--- src/core/sea_pkg.sv ---
// Summary of operation
// RULE1 - Activity bits 0-2: zeroing, settling, ranging
// RULE2 - Activity bits 4-5: measuring, awaiting trigger
// RULE3 - Activity bits 8-9: channel alarms active
// RULE4 - Activity bits 10-11: channel alarms latched
// RULE5 - Condition bits track instrument state live
// RULE6 - All group registers are 16 bits
// RULE7 - Filtered rising edge sets event bit
// RULE8 - Filtered falling edge sets event bit
// RULE9 - Event bits stay set until cleared
// RULE10 - Event read returns contents, then clears
// RULE11 - Summary is OR of mask AND event
// RULE12 - Activity summary drives status byte bit
// RULE13 - Doubt summary drives status byte bit
// RULE14 - Calibration summary feeds doubt condition bit
// RULE15 - Masks and filters write and read back
// RULE16 - Defaults clear activity and doubt masks
// RULE17 - Defaults set calibration and device masks
// RULE18 - Defaults: rise filters ones, fall zeros
// RULE19 - Doubt bit 3: reading may be invalid
// RULE20 - Doubt bit 8: probe needs zeroing
// RULE21 - Calibration bits 2-3: fallback tables used
// RULE22 - Unassigned condition bits zero, never events
// RULE23 - Edge versus previous clock; set beats clear
// RULE24 - Reset equals defaults; events cleared
package sea_pkg;
  localparam int          REG_W       = 16;
  localparam int          GROUPS      = 3;
  localparam int          GRP_ACT     = 0;
  localparam int          GRP_DOUBT   = 1;
  localparam int          GRP_TRIM    = 2;
  localparam int          GRP_STRIDE  = 5;
  // register offsets inside a group
  localparam int          OFS_LEVEL   = 0;
  localparam int          OFS_MASK    = 1;
  localparam int          OFS_LATCH   = 2;
  localparam int          OFS_FALL    = 3;
  localparam int          OFS_RISE    = 4;
  localparam logic [3:0]  IDX_DEV_MASK = 4'hF;
  // activity condition bits
  localparam int          ACT_ZEROING  = 0;
  localparam int          ACT_SETTLING = 1;
  localparam int          ACT_RANGING  = 2;
  localparam int          ACT_MEASURE  = 4;
  localparam int          ACT_TRIGWAIT = 5;
  localparam int          ACT_ALARM1   = 8;
  localparam int          ACT_ALARM2   = 9;
  localparam int          ACT_ALMLAT1  = 10;
  localparam int          ACT_ALMLAT2  = 11;
  // doubt and trim condition bits
  localparam int          DOUBT_VOLT   = 3;
  localparam int          DOUBT_CAL    = 8;
  localparam int          TRIM_FB1     = 2;
  localparam int          TRIM_FB2     = 3;
  // status byte positions
  localparam int          STB_DOUBT    = 3;
  localparam int          STB_ACT      = 7;
  // default and reset values
  localparam logic [15:0] MASK_CLEAR   = 16'h0000;
  localparam logic [15:0] MASK_ALL     = 16'hFFFF;
  localparam logic [15:0] RISE_DEF     = 16'hFFFF;
  localparam logic [15:0] FALL_DEF     = 16'h0000;
  // command opcodes
  localparam logic [1:0]  OP_READ      = 2'h0;
  localparam logic [1:0]  OP_WRITE     = 2'h1;
  localparam logic [1:0]  OP_DEFAULTS  = 2'h2;

  typedef enum logic [1:0] {
    ST_IDLE = 2'h1,
    ST_RESP = 2'h2
  } sea_state_e;
endpackage

--- src/core/sea_group.sv ---
`timescale 1ns/100ps
module sea_group #(
  parameter logic [15:0] MASK_DEF = 16'h0000
) (
  // clock and reset
  input  wire logic        ref_clk_i,
  input  wire logic        rst_i,
  // live condition
  input  wire logic [15:0] cond_i, // RULE6
  // register access
  input  wire logic [15:0] wdata_i,
  input  wire logic        wr_mask_i,
  input  wire logic        wr_rise_i,
  input  wire logic        wr_fall_i,
  input  wire logic        rd_clear_i,
  input  wire logic        defaults_i,
  // state
  output logic [15:0]      mask_o,
  output logic [15:0]      rise_o,
  output logic [15:0]      fall_o,
  output logic [15:0]      latch_o,
  output logic             summary_o
);
  logic [15:0] prev_q;
  logic        seen_q;
  logic [15:0] set_w;

  // first cycle after reset only loads history, so a level already high is no edge
  always_ff @(posedge ref_clk_i or posedge rst_i) begin
    if (rst_i) begin
      prev_q <= 16'h0000;
      seen_q <= 1'b0;
    end else begin
      prev_q <= cond_i; // RULE23
      seen_q <= 1'b1;
    end
  end

  assign set_w = {16{seen_q}} & ((cond_i & ~prev_q & rise_o) | // RULE7
                                 (~cond_i & prev_q & fall_o)); // RULE8

  always_ff @(posedge ref_clk_i or posedge rst_i) begin
    if (rst_i) begin
      latch_o <= 16'h0000; // RULE24
    end else begin
      latch_o <= (rd_clear_i ? 16'h0000 : latch_o) | set_w; // RULE9 RULE10 RULE23
    end
  end

  always_ff @(posedge ref_clk_i or posedge rst_i) begin
    if (rst_i) begin
      mask_o <= MASK_DEF; // RULE24
      rise_o <= sea_pkg::RISE_DEF;
      fall_o <= sea_pkg::FALL_DEF;
    end else if (defaults_i) begin
      mask_o <= MASK_DEF; // RULE16 RULE17
      rise_o <= sea_pkg::RISE_DEF; // RULE18
      fall_o <= sea_pkg::FALL_DEF;
    end else begin
      if (wr_mask_i) begin
        mask_o <= wdata_i; // RULE15
      end
      if (wr_rise_i) begin
        rise_o <= wdata_i;
      end
      if (wr_fall_i) begin
        fall_o <= wdata_i;
      end
    end
  end

  assign summary_o = |(latch_o & mask_o); // RULE11
endmodule

--- src/core/sea_status_top.sv ---
`timescale 1ns/100ps
module sea_status_top (
  // clock and reset
  input  wire logic        ref_clk_i,
  input  wire logic        rst_i,
  // instrument state, from logic on the same clock
  input  wire logic        zeroing_i,
  input  wire logic        settling_i,
  input  wire logic        ranging_i,
  input  wire logic        measuring_i,
  input  wire logic        trig_wait_i,
  input  wire logic [1:0]  alarm_i,
  input  wire logic [1:0]  alarm_latched_i,
  input  wire logic        reading_suspect_i,
  input  wire logic        zero_needed_i,
  input  wire logic        chan_one_fallback_table_i,
  input  wire logic        chan_two_fallback_table_i,
  // command port
  input  wire logic        cmd_valid_i,
  input  wire logic [1:0]  cmd_op_i,
  input  wire logic [3:0]  cmd_reg_i,
  input  wire logic [15:0] cmd_wdata_i,
  output logic             cmd_ready_o,
  output logic             rsp_valid_o,
  output logic [15:0]      rsp_data_o,
  output logic             rsp_err_o,
  // status byte contribution and device mask
  output logic [7:0]       stb_bits_o,
  output logic [15:0]      dev_mask_o
);
  sea_pkg::sea_state_e state_q;
  logic                accept_w;
  logic                is_read_w;
  logic                is_write_w;
  logic                is_def_w;
  logic [15:0]         cond_w    [sea_pkg::GROUPS];
  logic [15:0]         mask_w    [sea_pkg::GROUPS];
  logic [15:0]         rise_w    [sea_pkg::GROUPS];
  logic [15:0]         fall_w    [sea_pkg::GROUPS];
  logic [15:0]         latch_w   [sea_pkg::GROUPS];
  logic [2:0]          summary_w;
  logic [15:0]         rd_data_w;
  logic                rd_ok_w;
  logic                wr_ok_w;

  function automatic logic reg_hit(input logic [3:0] idx, input int grp, input int ofs);
    reg_hit = (idx == 4'(grp * sea_pkg::GRP_STRIDE + ofs));
  endfunction

  assign cmd_ready_o = (state_q == sea_pkg::ST_IDLE);
  assign accept_w    = cmd_valid_i & cmd_ready_o;
  assign is_read_w   = accept_w & (cmd_op_i == sea_pkg::OP_READ);
  assign is_write_w  = accept_w & (cmd_op_i == sea_pkg::OP_WRITE);
  assign is_def_w    = accept_w & (cmd_op_i == sea_pkg::OP_DEFAULTS);

  // condition words are combinational from the inputs; unassigned bits tie low
  always_comb begin
    for (int g = 0; g < sea_pkg::GROUPS; g++) begin
      cond_w[g] = 16'h0000; // RULE22
    end
    cond_w[sea_pkg::GRP_ACT][sea_pkg::ACT_ZEROING]  = zeroing_i; // RULE1 RULE5
    cond_w[sea_pkg::GRP_ACT][sea_pkg::ACT_SETTLING] = settling_i;
    cond_w[sea_pkg::GRP_ACT][sea_pkg::ACT_RANGING]  = ranging_i;
    cond_w[sea_pkg::GRP_ACT][sea_pkg::ACT_MEASURE]  = measuring_i; // RULE2
    cond_w[sea_pkg::GRP_ACT][sea_pkg::ACT_TRIGWAIT] = trig_wait_i;
    cond_w[sea_pkg::GRP_ACT][sea_pkg::ACT_ALARM1]   = alarm_i[0]; // RULE3
    cond_w[sea_pkg::GRP_ACT][sea_pkg::ACT_ALARM2]   = alarm_i[1];
    cond_w[sea_pkg::GRP_ACT][sea_pkg::ACT_ALMLAT1]  = alarm_latched_i[0]; // RULE4
    cond_w[sea_pkg::GRP_ACT][sea_pkg::ACT_ALMLAT2]  = alarm_latched_i[1];
    cond_w[sea_pkg::GRP_DOUBT][sea_pkg::DOUBT_VOLT] = reading_suspect_i; // RULE19
    // the calibration summary shares the calibration bit with the zero request
    cond_w[sea_pkg::GRP_DOUBT][sea_pkg::DOUBT_CAL]  =
      zero_needed_i | summary_w[sea_pkg::GRP_TRIM]; // RULE20 RULE14
    cond_w[sea_pkg::GRP_TRIM][sea_pkg::TRIM_FB1]    = chan_one_fallback_table_i; // RULE21
    cond_w[sea_pkg::GRP_TRIM][sea_pkg::TRIM_FB2]    = chan_two_fallback_table_i;
  end

  for (genvar g = 0; g < sea_pkg::GROUPS; g++) begin : g_grp
    localparam logic [15:0] DEF = (g == sea_pkg::GRP_TRIM) ? sea_pkg::MASK_ALL
                                                           : sea_pkg::MASK_CLEAR;
    sea_group #(
      .MASK_DEF (DEF)
    ) sea_group_inst (
      .ref_clk_i  (ref_clk_i),
      .rst_i      (rst_i),
      .cond_i     (cond_w[g]),
      .wdata_i    (cmd_wdata_i),
      .wr_mask_i  (is_write_w & reg_hit(cmd_reg_i, g, sea_pkg::OFS_MASK)),
      .wr_rise_i  (is_write_w & reg_hit(cmd_reg_i, g, sea_pkg::OFS_RISE)),
      .wr_fall_i  (is_write_w & reg_hit(cmd_reg_i, g, sea_pkg::OFS_FALL)),
      .rd_clear_i (is_read_w & reg_hit(cmd_reg_i, g, sea_pkg::OFS_LATCH)), // RULE10
      .defaults_i (is_def_w),
      .mask_o     (mask_w[g]),
      .rise_o     (rise_w[g]),
      .fall_o     (fall_w[g]),
      .latch_o    (latch_w[g]),
      .summary_o  (summary_w[g])
    );
  end

  // device group mask lives outside this block but is defaulted here
  always_ff @(posedge ref_clk_i or posedge rst_i) begin
    if (rst_i) begin
      dev_mask_o <= sea_pkg::MASK_ALL; // RULE24
    end else if (is_def_w) begin
      dev_mask_o <= sea_pkg::MASK_ALL; // RULE17
    end else if (is_write_w && cmd_reg_i == sea_pkg::IDX_DEV_MASK) begin
      dev_mask_o <= cmd_wdata_i;
    end
  end

  // read mux; write to a level or latch register is refused
  always_comb begin
    rd_data_w = 16'h0000;
    rd_ok_w   = 1'b0;
    wr_ok_w   = 1'b0;
    if (cmd_reg_i == sea_pkg::IDX_DEV_MASK) begin
      rd_data_w = dev_mask_o;
      rd_ok_w   = 1'b1;
      wr_ok_w   = 1'b1;
    end
    for (int g = 0; g < sea_pkg::GROUPS; g++) begin
      if (reg_hit(cmd_reg_i, g, sea_pkg::OFS_LEVEL)) begin
        rd_data_w = cond_w[g];
        rd_ok_w   = 1'b1;
      end
      if (reg_hit(cmd_reg_i, g, sea_pkg::OFS_MASK)) begin
        rd_data_w = mask_w[g]; // RULE15
        rd_ok_w   = 1'b1;
        wr_ok_w   = 1'b1;
      end
      if (reg_hit(cmd_reg_i, g, sea_pkg::OFS_LATCH)) begin
        rd_data_w = latch_w[g]; // RULE10
        rd_ok_w   = 1'b1;
      end
      if (reg_hit(cmd_reg_i, g, sea_pkg::OFS_FALL)) begin
        rd_data_w = fall_w[g];
        rd_ok_w   = 1'b1;
        wr_ok_w   = 1'b1;
      end
      if (reg_hit(cmd_reg_i, g, sea_pkg::OFS_RISE)) begin
        rd_data_w = rise_w[g];
        rd_ok_w   = 1'b1;
        wr_ok_w   = 1'b1;
      end
    end
  end

  always_ff @(posedge ref_clk_i or posedge rst_i) begin
    if (rst_i) begin
      state_q <= sea_pkg::ST_IDLE;
    end else begin
      case (state_q)
        sea_pkg::ST_IDLE: begin
          if (accept_w) begin
            state_q <= sea_pkg::ST_RESP;
          end
        end
        sea_pkg::ST_RESP: begin
          state_q <= sea_pkg::ST_IDLE;
        end
        default: begin
          state_q <= sea_pkg::ST_IDLE;
        end
      endcase
    end
  end

  // response captured at accept, so a read sees the latch before its clear
  always_ff @(posedge ref_clk_i or posedge rst_i) begin
    if (rst_i) begin
      rsp_valid_o <= 1'b0;
      rsp_data_o  <= 16'h0000;
      rsp_err_o   <= 1'b0;
    end else begin
      rsp_valid_o <= accept_w;
      if (accept_w) begin
        rsp_data_o <= is_read_w ? rd_data_w : 16'h0000;
        rsp_err_o  <= (is_read_w & ~rd_ok_w) | (is_write_w & ~wr_ok_w) |
                      (cmd_op_i == 2'h3);
      end
    end
  end

  // registered, so the status byte lags the summary by one clock
  always_ff @(posedge ref_clk_i or posedge rst_i) begin
    if (rst_i) begin
      stb_bits_o <= 8'h00;
    end else begin
      stb_bits_o                   <= 8'h00;
      stb_bits_o[sea_pkg::STB_ACT]   <= summary_w[sea_pkg::GRP_ACT]; // RULE12
      stb_bits_o[sea_pkg::STB_DOUBT] <= summary_w[sea_pkg::GRP_DOUBT]; // RULE13
    end
  end
endmodule

--- config.mk ---
export PLATFORM = sky130hd
export DESIGN_NAME = sea_status_top
export DESIGN_NICKNAME = d
export VERILOG_FILES = /design/src/core/sea_pkg.sv /design/src/core/sea_group.sv /design/src/core/sea_status_top.sv
export SDC_FILE = /design/constraint.sdc
export NUM_CORES = 1
export LEC_CHECK = 0
export ABC_AREA = 0
export BUFFER_PORTS_ARGS = -buffer_cell sky130_fd_sc_hd__buf_2
export CAP_MARGIN = 20
export CORE_MARGIN = 4
export CORE_UTILIZATION = 30
export CTS_CLUSTER_DIAMETER = 120
export DETAILED_ROUTE_END_ITERATION = 6
export HOLD_SLACK_MARGIN = 0.05
export PLACE_DENSITY = 0.48
export SLEW_MARGIN = 10
export SYNTH_ARGS = -nofsm -noshare
export SYNTH_HDL_FRONTEND = slang
export SYNTH_SLANG_ARGS = --single-unit
--- constraint.sdc ---
create_clock -name ref_clk_i -period 6.3 [get_ports ref_clk_i]
set_clock_uncertainty 0.05 [all_clocks]
set_input_delay 0 -clock ref_clk_i [delete_from_list [all_inputs] [get_ports ref_clk_i]]
set_output_delay 0 -clock ref_clk_i [all_outputs]
set_load 0.02 [all_outputs]
==> impl_metrics.py <==
metrics = {
    "place": {
        "portBuffers": 74,
        "gp_routability_congestion": 0.792,
        "dp_slack_ns": 3.18,
        "dp.cells": 1665,
        "dpl.hpwl_mm": 25.7,
    },
    "sta": {
        "slew_headroom": 0.301,
        "tns_ns": 0,
        "rsz0062_at_grt": "false",
        "setup_viol": 0,
        "hold_viol": 0,
        "timing.final.ws_setup_ns": 3.19,
        "fin_crit_ns": 3.11,
        "maxSlewViolCount": 0,
        "worstMarginPinSlew_ns": 1.05,
        "fin_crit_sh": 0.494,
        "clock.fmax_mhz": 321,
    },
    "worst_setup_path": {
        "slowest_delay_ns": 0.89,
        "path_cells": "nand3b_1 -> buf_4 -> nor3b_2 -> nand3_1 -> nand2_1 -> a21oi_1",
        "crit_buf_inv": 1,
        "critPathArrivalTime_ns": 3.43,
        "crit_family": "simple AND/OR/NAND/NOR gates",
        "startpoint_type": "flip-flop",
        "end_kind": "flip-flop",
        "crit_required_ns": 6.61,
        "slowest_stage": "nand3_1",
        "path_class": "reg2reg",
        "cp_max_fo": 24,
    },
    "logic_synthesis": {
        "ys_async_sr_fraction": 1.00,
        "synth.area.top_cells": "dfrtp_1 30%, dfstp_2 20%, nand2_1 12%",
        "syn_area_per_cell_um2": 8.65,
        "synth.distinct_cells": 54,
        "synth_edf_count": 0,
        "ys_ff_latch": 209,
        "synthCells": 1219,
        "yosysTopAreaCell": "dfrtp_1",
        "ys_seq_area_frac": 0.505,
        "synth-warning-count": 0,
        "syn_area_um2": 10600,
        "netlist.area_leader.share": 0.304,
        "synth_flop_cell": "dfrtp_1",
    },
    "layout": {
        "layout-drive-gt1-share": 0.181,
        "layout_common_cells": "339 x nand2_1, 128 x dfrtp_1, 102 x nand3_1",
        "syn_to_final_growth_pct": 17.1,
        "diodes": 0,
        "postLayoutCoreUtil": 0.357,
        "final_common_cell": "nand2_1",
        "final_nets": 1310,
        "finalNonFillerCells": 1745,
        "fillers": 3589,
        "seqCellArea_um2": 5330,
        "multi_input_area_um2": 4750,
    },
    "clock_tree": {
        "cts-resized-gates": 0,
        "cts_buffers": 25,
        "cts.sinks": 209,
        "clk_path_buf_depth": 3,
        "h-tree-depth": 1,
        "clock_latency_ns": 0.54,
        "clk_pin_slew_ns": 0.06,
        "cts_root_buffer": "clkbuf_16",
        "cts_tree": "yes",
    },
    "drt": {
        "routed_via_density": 5.38,
        "via_count": 9393,
        "drt_iter0_drc": 834,
        "drt-pass1-iter-count": 6,
        "ant_nets": 0,
        "wl_per_cell_um": 22.3,
        "routed_wl_mm": 38.9,
        "drc_errors": 0,
    },
    "power_and_ir_drop": {
        "power_density_nw_per_um2": 278,
        "p_comb_frac": 0.134,
        "p_leak_nw": 5.46,
        "seqPwrFrac": 0.462,
        "power_switching_share": 0.283,
        "p_sw_w": 0.000971,
        "clock_power_share": 0.404,
        "power.internal_w": 0.00247,
        "max-vdd-ir-drop_uv": 187,
    },
    "floorplanning": {
        "ios": 81,
        "rows": 68,
        "core_um2": 34600,
        "die_x_um": 196,
        "die-area_um2": 38200,
        "fp.dieH_um": 196,
        "initial_core_util": 0.305,
    },
    "grt": {
        "grt_pass1_wl_mm": 59.4,
        "grt_max_degree": 85,
        "grt_pass1_vias": 9273,
        "track_usage": 0.197,
        "antenna_found_initial": 0,
        "overflow": 0,
    },
    "worst_hold_path": {
        "holdCritPathClass": "in2async",
    },
    "status": {
        "status": "completed",
    },
    "job": {
        "drv_cap": 0,
    },
}
## power groups by stage
stage                     registers (W)  clock network (W)  logic, W
after floorplan                 0.00161                  0  0.000269
after global placement          0.00161                  0  0.000438
after detailed placement        0.00161                  0  0.000443
after CTS                       0.00159            0.00142  0.000463
after global routing            0.00160            0.00147  0.000506
final                           0.00159            0.00139  0.000460
## registers in the layout (all words and copies together) (netlist names), 13 cells and up
register and cells:
g_grp.sea_group_inst.rise_o 48, g_grp.sea_group_inst.mask_o 48, dev_mask_o 16, g_grp.sea_group_inst.fall_o 48, g_grp.sea_group_inst.prev_q 13, rsp_data_o 16
g_grp.sea_group_inst.latch_o 13
## synth_stat cells (3+ instances only)
library cell	count
buf_2	29
a222oi_1	6
and3_1	4
nand3_1	102
a21o_1	6
nor3b_1	6
a32oi_1	7
a221o_1	9
mux2i_1	19
dfstp_2	81
a22o_1	23
a22oi_1	13
o221ai_1	8
o21ai_0	55
nand2_1	339
nand2b_1	18
and2_1	6
buf_4	7
or3_1	5
a31oi_1	8
clkbuf_1	67
inv_1	7
nor2b_1	21
a2bb2oi_1	9
dfrtp_1	128
nor3_2	4
buf_1	7
a211oi_1	4
nor2_1	46
a21boi_0	9
nor3_1	9
o22ai_1	14
a221oi_1	8
mux2_2	3
a21oi_1	90
nand3b_1	18
## final cells by class
cell class / count / area share
well taps: 455 / 0.0461
inverters: 7 / 0.00274
clock inverters: 6 / 0.00304
repair buffers: 132 / 0.0723
multi-input cells: 897 / 0.384
clock buffers: 39 / 0.0598
flip-flops and latches: 209 / 0.432
## metal layers
layer  vias up  GRT usage  part of all wire
met5         -          0                 0
met3        66     0.0267             0.057
met2       323      0.318              0.47
met4         0     0.0484             0.024
met1      4676      0.282              0.45
li1       4328          -                 -
## worst paths after layout
| path | startpoint | to | slack [ns] | cells after the start |
|---|---|---|---|---|
| setup reg to reg | state_q[0] | g_grp[0].sea_group_inst.fall_o[6] | 3.19 | 6 |
| setup / recovery | state_q[0] | g_grp[0].sea_group_inst.fall_o[6] | 3.19 | 6 |
| min in group ref_clk_i | alarm_i[1] | g_grp[0].sea_group_inst.prev_q[9] | 0.10 | 2 |
| max in group asynchronous | rst_i | g_grp[2].sea_group_inst.fall_o[2] | 4.84 | 4 |
| hold reg to reg | g_grp[2].sea_group_inst.rise_o[7] | g_grp[2].sea_group_inst.rise_o[7] | 0.43 | 2 |
| hold / removal | rst_i | g_grp[1].sea_group_inst.mask_o[10] | 0.03 | 3 |
## tightest hold or removal path, cell delays in order
cell	delay (ns)
dlygate4sd3_1	0.53
buf_2	0.15
inv_8	0.39
## cells by family after synthesis
logic type,after synthesis,share of synthesized area
and+or+nand+nor,591,0.253
DFF,209,0.505
AOI/OAI and AO/OA,277,0.171
other,2,0.000712
muxes,22,0.0212
buffers and inverters,118,0.0486
## timing repair
action,CTS,global route
hold buffers,35,0
buffers inserted,0,0
hold endpoints to repair,281,0
## through the flow
stage	area (µm²)	hold slack (ns)	total power (W)
floorplan	10600	-0.0186	0.00187
global placement	11200	0.0837	0.00205
detailed placement	11200	0.0772	0.00205
CTS	12400	0.0555	0.00348
global route	12400	0.103	0.00358
finish	12400	0.0294	0.00344
No activity file was read; power rests on OpenSTA's default activity.
